[config.mk]
export PLATFORM = sky130hd
export DESIGN_NAME = awc_top
export DESIGN_NICKNAME = d
export VERILOG_FILES = /design/src/awc_chan.v /design/src/awc_top.v
export VERILOG_INCLUDE_DIRS = /design/src
export SDC_FILE = /design/constraint.sdc
export NUM_CORES = 2
export LEC_CHECK = 0
export BUFFER_PORTS_ARGS = -buffer_cell sky130_fd_sc_hd__buf_2
export CORE_ASPECT_RATIO = 1.1
export CORE_MARGIN = 2
export CORE_UTILIZATION = 35
export CTS_BUF_LIST = sky130_fd_sc_hd__clkbuf_4 sky130_fd_sc_hd__clkbuf_8
export DETAILED_ROUTE_END_ITERATION = 8
export MAX_ROUTING_LAYER = met4
export REMOVE_ABC_BUFFERS = 1
export SLEW_MARGIN = 25
export SYNTH_ARGS = -nofsm -noshare
export SYNTH_HDL_FRONTEND = slang
export SYNTH_HIERARCHICAL = 1
export SYNTH_SLANG_ARGS = --single-unit
[constraint.sdc]
create_clock -name ref_clk -period 9.35 [get_ports ref_clk]
set_clock_uncertainty 0.2 [all_clocks]
set_input_delay 0.935 -clock ref_clk [delete_from_list [all_inputs] [get_ports ref_clk]]
set_output_delay 0.935 -clock ref_clk [all_outputs]
set_load 0.05 [all_outputs]
[src/awc_defs.vh]
// Constants for the two-channel actuator waveform control block.
`ifndef AWC_DEFS_VH
`define AWC_DEFS_VH
// Parameter selector codes.
`define AWC_SEL_FIX_EN    4'h0
`define AWC_SEL_GAIN      4'h1
`define AWC_SEL_DELAY     4'h2
`define AWC_SEL_TYPE      4'h3
`define AWC_SEL_OUT_EN    4'h4
`define AWC_SEL_HALF_PER  4'h5
`define AWC_SEL_OFFSET    4'h6
`define AWC_SEL_NSEG      4'h7
`define AWC_SEL_SEGLEN    4'h8
`define AWC_SEL_INV_A     4'h9
`define AWC_SEL_INV_B     4'hA
`define AWC_SEL_FILT      4'hB
`define AWC_SEL_WDOG      4'hC
`define AWC_SEL_FIX_VAL   4'hD
`define AWC_SEL_MAX       8'h0D
`define AWC_SEL_ORIENT    8'h20
// Register port offsets.
`define AWC_OFF_SEL       4'h0
`define AWC_OFF_DATA      4'h1
`define AWC_OFF_STATUS    4'h2
`define AWC_OFF_ORIENT    4'h3
`define AWC_OFF_RDBACK    4'h4
// Field limits and resets.
`define AWC_GAIN_RST      8'h80
`define AWC_NSEG_MIN      8'h02
`define AWC_NSEG_RST      8'h02
`define AWC_SEGLEN_MIN    16'h0013
`define AWC_SEGLEN_MAX    16'h0FFF
`define AWC_SEGLEN_RST    16'h0013
`define AWC_DELAY_MAX     32'h0003_FFFF
`define AWC_ORIENT_MAX    8'h17
`define AWC_TYPE_NONE     8'h00
`define AWC_TYPE_3RD      8'h01
`define AWC_TYPE_EEPROM   8'h80
`define AWC_TYPE_MCU      8'h81
// Timing: clock in ps, delay step in ps, filter/watchdog unit in ns.
`define AWC_CLK_PS        4000
`define AWC_DLY_STEP_PS   133333
`define AWC_TICK_NS       60000
`define AWC_DLY_CYC       ((`AWC_DLY_STEP_PS) / (`AWC_CLK_PS))
`define AWC_TICK_CYC      ((`AWC_TICK_NS * 1000) / (`AWC_CLK_PS))
`endif

[src/awc_chan.v]
// One waveform channel: edge filter, watchdog, delay, segments, scaling.
`timescale 1ns/1ps
`include "awc_defs.vh"
module awc_chan #(
  parameter TICK_CYC = `AWC_TICK_CYC
) (
  // Clock and reset
  input  wire        ref_clk,
  input  wire        reset,
  // Settings
  input  wire        out_en,
  input  wire        fix_en,
  input  wire [7:0]  gain,
  input  wire [17:0] delay,
  input  wire [31:0] half_period_count,
  input  wire [7:0]  offset,
  input  wire [7:0]  nseg,
  input  wire [15:0] seglen,
  input  wire        inv_a,
  input  wire        inv_b,
  input  wire [7:0]  filt,
  input  wire [9:0]  wdog,
  input  wire [7:0]  fix_val,
  // Subframe edge, already synchronised
  input  wire        sf_edge,
  // Outputs
  output reg  [7:0]  dac_ff,
  output reg         pwm_a_ff,
  output reg         pwm_b_ff,
  output reg         oclk_ff,
  output reg         wd_fallback_ff
);
  localparam DLY_CYC = `AWC_DLY_CYC;
  reg [15:0] tick_cnt_ff;
  reg        tick;
  reg [9:0]  since_ff;
  reg        accept;
  reg [23:0] dly_cnt_ff;
  reg        dly_run_ff;
  reg [7:0]  seg_idx_ff;
  reg [15:0] seg_cnt_ff;
  reg        run_ff;
  reg [31:0] oclk_cnt_ff;
  reg [7:0]  pwm_cnt_ff;
  reg signed [7:0]  base;
  reg signed [17:0] scaled;
  reg signed [9:0]  summed;
  reg [7:0]  sample;
  always @*
  begin
    tick = (tick_cnt_ff == TICK_CYC[15:0] - 16'h0001);
    accept = sf_edge && ((filt == 8'h00) || (since_ff >= {2'b00, filt}));
    base = (seg_idx_ff[0]) ? 8'sh7F : -8'sh7F;
    if (fix_en || wd_fallback_ff || !run_ff)
      base = fix_val;
    scaled = base * $signed({10'h000, gain});
    summed = $signed(scaled[16:7]) + $signed({{2{offset[7]}}, offset});
    if (summed > 10'sh07F)
      sample = 8'h7F;
    else if (summed < -10'sh080)
      sample = 8'h80;
    else
      sample = summed[7:0];
  end
  always @(posedge ref_clk or posedge reset)
  begin
    if (reset)
    begin
      tick_cnt_ff <= 16'h0000;
      since_ff <= 10'h000;
      wd_fallback_ff <= 1'b0;
      dly_cnt_ff <= 24'h00_0000;
      dly_run_ff <= 1'b0;
      seg_idx_ff <= 8'h00;
      seg_cnt_ff <= 16'h0000;
      run_ff <= 1'b0;
      oclk_cnt_ff <= 32'h0000_0000;
      oclk_ff <= 1'b0;
      pwm_cnt_ff <= 8'h00;
      dac_ff <= 8'h00;
      pwm_a_ff <= 1'b0;
      pwm_b_ff <= 1'b0;
    end
    else
    begin
      tick_cnt_ff <= tick ? 16'h0000 : tick_cnt_ff + 16'h0001;
      if (accept)
        since_ff <= 10'h000;
      else if (tick && since_ff != 10'h3FF)
        since_ff <= since_ff + 10'h001;
      if (accept)
        wd_fallback_ff <= 1'b0;
      else if (wdog != 10'h000 && since_ff >= wdog)
        wd_fallback_ff <= 1'b1;
      if (accept)
      begin
        dly_cnt_ff <= {6'h00, delay} * DLY_CYC[5:0];
        dly_run_ff <= 1'b1;
      end
      else if (dly_run_ff)
      begin
        if (dly_cnt_ff == 24'h00_0000)
        begin
          dly_run_ff <= 1'b0;
          run_ff <= 1'b1;
          seg_idx_ff <= 8'h00;
          seg_cnt_ff <= 16'h0000;
        end
        else
          dly_cnt_ff <= dly_cnt_ff - 24'h00_0001;
      end
      else if (run_ff)
      begin
        if (seg_cnt_ff >= seglen - 16'h0001)
        begin
          seg_cnt_ff <= 16'h0000;
          if (seg_idx_ff >= nseg - 8'h01)
            run_ff <= 1'b0;
          else
            seg_idx_ff <= seg_idx_ff + 8'h01;
        end
        else
          seg_cnt_ff <= seg_cnt_ff + 16'h0001;
      end
      // Disabling forces the clock low at once, not at the next phase end.
      if (oclk_cnt_ff >= half_period_count)
      begin
        oclk_cnt_ff <= 32'h0000_0000;
        oclk_ff <= ~oclk_ff & out_en;
      end
      else
      begin
        oclk_cnt_ff <= oclk_cnt_ff + 32'h0000_0001;
        oclk_ff <= oclk_ff & out_en;
      end
      pwm_cnt_ff <= pwm_cnt_ff + 8'h01;
      dac_ff <= out_en ? sample : 8'h00;
      pwm_a_ff <= out_en & (((pwm_cnt_ff < (sample ^ 8'h80))) ^ inv_a);
      pwm_b_ff <= out_en & (((pwm_cnt_ff >= (sample ^ 8'h80))) ^ inv_b);
    end
  end
endmodule // awc_chan

[src/awc_top.v]
// Two-channel actuator waveform control with parameter command port.
//
// Contract
// - Selector 0..13 with 32-bit data word
// - Channel byte selects channel 0 or 1
// - Fixed-output enable 0x01 on, 0x00 off
// - Unsigned u1.7 gain scales output
// - Subframe delay 0..262143 in 133.333ns steps; the code counts 33 clocks per step, 132ns at 4000 ps
// - Actuator type is a read-only byte
// - Output enable switches both channels together
// - Clock phases last half-period count plus one
// - Signed 8-bit offset added to output
// - Segment count accepted from 2 to 255
// - Segment length accepted from 19 to 4095
// - Invert PWM outputs on setting 0x01
// - Drop subframe edges closer than filter time
// - Watchdog forces fixed value until next edge
// - Fixed value drives output in fixed mode
// - Orientation 0..23 kept and read back
// - Orientation ignored at 1080p or lower
`timescale 1ns/1ps
`include "awc_defs.vh"
module awc_top #(
  parameter TICK_CYC = `AWC_TICK_CYC,
  parameter [7:0] ACT_TYPE = `AWC_TYPE_NONE
) (
  // Clock and reset
  input  wire        ref_clk,
  input  wire        reset,
  // Register port
  input  wire [3:0]  addr,
  input  wire [31:0] wdata,
  input  wire        wr,
  input  wire        rd,
  output reg  [31:0] rdata_ff,
  // Display status and subframe pins
  input  wire        res_le_1080p,
  input  wire        subframe_pin,
  // Orientation applied to the pixel shift
  output reg  [4:0]  pixel_shift_orient_ff,
  // Waveform outputs, channel 0 and 1
  output wire [15:0] dac,
  output wire [1:0]  pwm_a,
  output wire [1:0]  pwm_b,
  output wire [1:0]  out_clk,
  output wire [1:0]  wd_fallback
);
  reg [7:0]  sel_ff;
  reg [7:0]  chan_ff;
  reg        rej_ff;
  reg        out_en_ff;
  reg [1:0]  fix_en_ff;
  reg [7:0]  gain_ff [0:1];
  reg [17:0] delay_ff [0:1];
  reg [31:0] half_ff [0:1];
  reg [7:0]  offset_ff [0:1];
  reg [7:0]  nseg_ff [0:1];
  reg [15:0] seglen_ff [0:1];
  reg [1:0]  inv_a_ff;
  reg [1:0]  inv_b_ff;
  reg [7:0]  filt_ff [0:1];
  reg [9:0]  wdog_ff [0:1];
  reg [7:0]  fix_val_ff [0:1];
  reg [4:0]  orient_ff;
  reg [2:0]  sf_sync_ff;
  reg [31:0] rdback;
  reg        ok;
  wire       ch;
  wire       sf_edge;
  assign ch = chan_ff[0];
  // Two stages before the edge detector; the third stage is only the history bit.
  assign sf_edge = sf_sync_ff[1] & ~sf_sync_ff[2];
  always @*
  begin
    ok = (chan_ff <= 8'h01) && (sel_ff <= `AWC_SEL_MAX);
    case (sel_ff[3:0])
      `AWC_SEL_FIX_EN:   rdback = {31'h0, fix_en_ff[ch]};
      `AWC_SEL_GAIN:     rdback = {24'h0, gain_ff[ch]};
      `AWC_SEL_DELAY:    rdback = {14'h0, delay_ff[ch]};
      `AWC_SEL_TYPE:     rdback = {24'h0, ACT_TYPE};
      `AWC_SEL_OUT_EN:   rdback = {31'h0, out_en_ff};
      `AWC_SEL_HALF_PER: rdback = half_ff[ch];
      `AWC_SEL_OFFSET:   rdback = {24'h0, offset_ff[ch]};
      `AWC_SEL_NSEG:     rdback = {24'h0, nseg_ff[ch]};
      `AWC_SEL_SEGLEN:   rdback = {16'h0, seglen_ff[ch]};
      `AWC_SEL_INV_A:    rdback = {31'h0, inv_a_ff[ch]};
      `AWC_SEL_INV_B:    rdback = {31'h0, inv_b_ff[ch]};
      `AWC_SEL_FILT:     rdback = {24'h0, filt_ff[ch]};
      `AWC_SEL_WDOG:     rdback = {22'h0, wdog_ff[ch]};
      `AWC_SEL_FIX_VAL:  rdback = {24'h0, fix_val_ff[ch]};
      default:           rdback = 32'h0000_0000;
    endcase
    if (!ok)
      rdback = 32'h0000_0000;
  end
  integer i;
  always @(posedge ref_clk or posedge reset)
  begin
    if (reset)
    begin
      sel_ff <= 8'h00;
      chan_ff <= 8'h00;
      rej_ff <= 1'b0;
      out_en_ff <= 1'b0;
      fix_en_ff <= 2'b00;
      inv_a_ff <= 2'b00;
      inv_b_ff <= 2'b00;
      orient_ff <= 5'h00;
      pixel_shift_orient_ff <= 5'h00;
      sf_sync_ff <= 3'b000;
      rdata_ff <= 32'h0000_0000;
      for (i = 0; i < 2; i = i + 1)
      begin
        gain_ff[i] <= `AWC_GAIN_RST;
        delay_ff[i] <= 18'h0_0000;
        half_ff[i] <= 32'h0000_0000;
        offset_ff[i] <= 8'h00;
        nseg_ff[i] <= `AWC_NSEG_RST;
        seglen_ff[i] <= `AWC_SEGLEN_RST;
        filt_ff[i] <= 8'h00;
        wdog_ff[i] <= 10'h000;
        fix_val_ff[i] <= 8'h00;
      end
    end
    else
    begin
      sf_sync_ff <= {sf_sync_ff[1:0], subframe_pin};
      if (!res_le_1080p)
        pixel_shift_orient_ff <= orient_ff;
      if (wr && addr == `AWC_OFF_SEL)
      begin
        sel_ff <= wdata[7:0];
        chan_ff <= wdata[15:8];
      end
      if (wr && addr == `AWC_OFF_ORIENT && wdata[7:0] <= `AWC_ORIENT_MAX)
        orient_ff <= wdata[4:0];
      if (wr && addr == `AWC_OFF_DATA)
      begin
        rej_ff <= !ok;
        if (ok)
        begin
          case (sel_ff[3:0])
            `AWC_SEL_FIX_EN:
              if (wdata[7:0] <= 8'h01)
                fix_en_ff[ch] <= wdata[0];
            `AWC_SEL_GAIN:     gain_ff[ch] <= wdata[7:0];
            `AWC_SEL_DELAY:
              if (wdata <= `AWC_DELAY_MAX)
                delay_ff[ch] <= wdata[17:0];
            `AWC_SEL_OUT_EN:
              if (wdata[7:0] <= 8'h01)
                out_en_ff <= wdata[0];
            `AWC_SEL_HALF_PER: half_ff[ch] <= wdata;
            `AWC_SEL_OFFSET:   offset_ff[ch] <= wdata[7:0];
            `AWC_SEL_NSEG:
              if (wdata[7:0] >= `AWC_NSEG_MIN)
                nseg_ff[ch] <= wdata[7:0];
            `AWC_SEL_SEGLEN:
              if (wdata[15:0] >= `AWC_SEGLEN_MIN && wdata[15:0] <= `AWC_SEGLEN_MAX)
                seglen_ff[ch] <= wdata[15:0];
            `AWC_SEL_INV_A:    inv_a_ff[ch] <= wdata[0];
            `AWC_SEL_INV_B:    inv_b_ff[ch] <= wdata[0];
            `AWC_SEL_FILT:     filt_ff[ch] <= wdata[7:0];
            `AWC_SEL_WDOG:     wdog_ff[ch] <= wdata[9:0];
            `AWC_SEL_FIX_VAL:  fix_val_ff[ch] <= wdata[7:0];
            default:           rej_ff <= 1'b0;
          endcase
        end
      end
      if (rd)
      begin
        case (addr)
          `AWC_OFF_SEL:    rdata_ff <= {16'h0000, chan_ff, sel_ff};
          `AWC_OFF_STATUS: rdata_ff <= {28'h0, wd_fallback, out_en_ff, rej_ff};
          `AWC_OFF_ORIENT: rdata_ff <= {27'h0, orient_ff};
          `AWC_OFF_RDBACK: rdata_ff <= rdback;
          default:         rdata_ff <= 32'h0000_0000;
        endcase
      end
      else
        rdata_ff <= 32'h0000_0000;
    end
  end
  genvar g;
  generate
    for (g = 0; g < 2; g = g + 1)
    begin : g_ch
      awc_chan #(
        .TICK_CYC (TICK_CYC)
      ) u_wave_gen (
        .ref_clk           (ref_clk),
        .reset             (reset),
        .out_en            (out_en_ff),
        .fix_en            (fix_en_ff[g]),
        .gain              (gain_ff[g]),
        .delay             (delay_ff[g]),
        .half_period_count (half_ff[g]),
        .offset            (offset_ff[g]),
        .nseg              (nseg_ff[g]),
        .seglen            (seglen_ff[g]),
        .inv_a             (inv_a_ff[g]),
        .inv_b             (inv_b_ff[g]),
        .filt              (filt_ff[g]),
        .wdog              (wdog_ff[g]),
        .fix_val           (fix_val_ff[g]),
        .sf_edge           (sf_edge),
        .dac_ff            (dac[g*8 +: 8]),
        .pwm_a_ff          (pwm_a[g]),
        .pwm_b_ff          (pwm_b[g]),
        .oclk_ff           (out_clk[g]),
        .wd_fallback_ff    (wd_fallback[g])
      );
    end
  endgenerate
endmodule // awc_top

==> impl_metrics.json <==
{
  "syn2layout_area_growth_pct": 12.51,
  "nets": 4265,
  "cts_max_level": 3,
  "yosysWarnings": 6,
  "maxSlewHeadroom": 0.1766,
  "hold_viol_final": 0,
  "ir_drop_uv": 111.8,
  "io_buffers": 102,
  "cp.arrival_ps": 9190,
  "busiest_layer": "met2",
  "dieArea_um2": 108700,
  "drv_slew": 0,
  "hold_buffers": 0,
  "start_util": 0.3524,
  "leakagePower_nw": 20.20,
  "ys_seq_area_frac": 0.3756,
  "hp-class": "flip-flop to flip-flop",
  "drt-pass1-iter-count": 5,
  "cp_max_fo": 14,
  "yosysMostFrequentCell": "dfrtp_1",
  "max_freq_mhz": 114.0,
  "clk_pin_slew_ps": 60,
  "gr-usage-all-layers": 0.1914,
  "rows": 125,
  "worst_path_max_delay_cell": "fa_1",
  "power.total_mw": 8.035,
  "grt_max_degree": 144,
  "met2_usage": 0.3009,
  "worstSetupStartpointType": "flip-flop",
  "cts_buffer_depth": 3,
  "ant_nets": 0,
  "grt_pass1_wl_um": 159800,
  "syn_area_um2": 37140,
  "required_ps": 9770,
  "ys_dominant_reg_cell": "dfrtp_1",
  "cts-root-buf": "clkbuf_8",
  "design_area_um2": 41790,
  "ys_types": 98,
  "cp_common_cell": "fa_1",
  "clock_latency_ps": 760,
  "layout-drive-gt1-share": 0.1630,
  "tightestPinTransition_ps": 1226,
  "crit_type": "flip-flop to flip-flop",
  "gp_congestion": 0.9392,
  "fin_crit_ps": 8770,
  "first_iter_violations": 1931,
  "synth_top_cell_by_area": "dfrtp_1",
  "min_path_cells": 0,
  "synth.area.top_cells": "dfrtp_1 (37%), ha_1 (12%), mux2_2 (6.4%)",
  "wl_um": 100900,
  "antenna_found_initial": 14,
  "dp_hpwl_um": 73670,
  "die_x_um": 314.6,
  "synth_edf_count": 0,
  "setup_viol": 0,
  "min_period_over_period": 0.9380,
  "outcome": "completed",
  "rrSetupSlack_ps": 580,
  "synth.ff_latch_count": 557,
  "cts_buffers": 99,
  "cts_tree": "built",
  "ys_top_cells_by_count": "dfrtp_1 (547), ha_1 (360), nor2_1 (281)",
  "cp-end-kind": "flip-flop",
  "synth_area_per_cell_um2": 10.17,
  "cap_violations": 0,
  "viasPerCell": 5.240,
  "r2r.worst_path.cells": 36,
  "fillCellCount": 10420,
  "post_dp_cell_area_um2": 39270,
  "grt_remaining_overflow": 0,
  "chipHeight_um": 345.7,
  "power_density_nw_per_um2": 192.3,
  "async_flop_share": 1.000,
  "grt_use_met3": 0.03388,
  "drc": 0,
  "yosysTopAreaCellShare": 0.3685,
  "grt_pass1_vias": 27780,
  "vias": 27670,
  "cp_slowest_stage_delay_ps": 550,
  "clock_sinks": 557,
  "routedWlPerCell_um": 19.11,
  "grtUsageMet1": 0.2535,
  "syn_inst": 3653,
  "top_level_ports": 103,
  "coreArea_um2": 105400
}
[timing repair]
item | CTS | global route
resized for setup | 0 | 20
setup buffers | 0 | 0
setup endpoints to repair | 0 | 4
[critical path: cells and delay by family (launching register included)]
| kind | cells | cell delay [ps] |
|---|---|---|
| buffers and inverters | 1 | 60 |
| flip-flops | 1 | 400 |
| XOR/XNOR | 1 | 120 |
| AND/OR/NAND/NOR | 17 | 3220 |
| AO/OA/AOI/OAI | 10 | 1640 |
| adder cells (fa/ha/maj) | 7 | 2990 |
[layout make-up]
| cell class | count | area, um^2 | share of cell area |
|---|---|---|---|
| Timing Repair Buffer | 138 | 797.0 | 0.01907 |
| Clock buffer | 150 | 1964 | 0.04701 |
| Antenna cell | 12 | 30.03 | 0.0007186 |
| Inverter | 264 | 1008 | 0.02413 |
| Sequential cell | 557 | 13950 | 0.3339 |
| Multi-Input combinational cell | 2729 | 21850 | 0.5228 |
| Clock inverter | 34 | 437.9 | 0.01048 |
| Tap cell | 1397 | 1748 | 0.04183 |
[layer usage]
metal | routed length [um] | share of wire | vias to the layer above
met5 | 0 | 0 | -
met4 | 2661 | 0.026 | 0
met3 | 5791 | 0.057 | 175
met2 | 46780 | 0.46 | 687
met1 | 45690 | 0.45 | 13630
li1 | - | - | 13180
[placed cells by master (no fill, tap or decap), types with 14 or more instances in the layout]
cell type and n:
fa_1 74, xor2_1 108, nor4_1 45, mux2_2 212, a22o_1 14, buf_4 34
and2_1 35, nor2_1 277, o21ai_0 129, nand2b_1 60, inv_1 260, nand4_1 42
nand3_1 105, nand2_1 206, xnor2_1 140, or4_1 20, a211oi_1 14, or2_2 19
o31ai_1 16, a31oi_1 18, a21oi_1 134, and3_1 49, clkbuf_8 134, ha_1 360
mux2_1 53, mux2i_1 108, nor3_1 49, dfrtp_1 546, buf_2 102, clkinv_2 16
a21o_1 51, or3_1 28, o22ai_1 30, nor2b_1 104, clkbuf_4 16
[worst paths after layout]
| path | start | endpoint |
|---|---|---|
| max | g_ch[0].u_wave_gen/wd_fallback_ff$_DFFE_PP0P_ | g_ch[0].u_wave_gen/pwm_b_ff$_DFF_PP0_ |
| min | sf_sync_ff[0]$_DFF_PP0_ | sf_sync_ff[1]$_DFF_PP0_ |
| max reg2reg | g_ch[0].u_wave_gen/wd_fallback_ff$_DFFE_PP0P_ | g_ch[0].u_wave_gen/pwm_b_ff$_DFF_PP0_ |
| min reg2reg | sf_sync_ff[0]$_DFF_PP0_ | sf_sync_ff[1]$_DFF_PP0_ |
| max in group asynchronous | reset | g_ch[1].u_wave_gen/dac_ff[0]$_DFF_PP0_ |
| min in group asynchronous | reset | rdata_ff[24]$_DFF_PP0_ |
[per-stage QoR]
stage                     worst slack [ps]  hold slack, ps  setup TNS (ps)  std cells  utilization
after global placement               335.9           134.5               0       5085       0.3725
final                                579.6           147.5               0       5281       0.3964
after detailed placement             215.6           134.7               0       5085       0.3726
after CTS                            174.4           112.7               0       5269       0.3954
after global routing                -4.794           118.7          -4.794       5279       0.3964
after floorplan                     -86.03           131.2          -25030       3550            -
[logic make-up (layout without fill, tap and decap cells)]
kind of cell             count (synthesis)  in the layout  share of synthesized area
other                                    0             12                          0
flip-flops                             557            557                     0.3756
multiplexers                           373            373                     0.1094
AND/OR/NAND/NOR                       1122           1122                     0.1593
adder cells (fa/ha/maj)                434            434                     0.1612
AO/OA/AOI/OAI                          550            550                    0.09574
buffers and inverters                  367            586                    0.03911
XOR/XNOR                               250            250                    0.05969
[sequential cells by signal, indices dropped and copies added (netlist names), 32 cells and up]
register and cells:
seglen_ff 32, g_ch.u_wave_gen/oclk_cnt_ff 64, g_ch.u_wave_gen/tick_cnt_ff 32, g_ch.u_wave_gen/dly_cnt_ff 48, rdata_ff 32, g_ch.u_wave_gen/seg_cnt_ff 32, half_ff 64, delay_ff 36
[report_power, final]
group          internal [mW]  switching (mW)  leakage, nW  total, mW
Combinational           1.03            1.53         11.4       2.56
Clock                   1.60            1.11         1.25       2.71
Sequential              2.58           0.187         7.51       2.77
Total                   5.21            2.82         20.2       8.03
(Power assumes the default switching activity.)
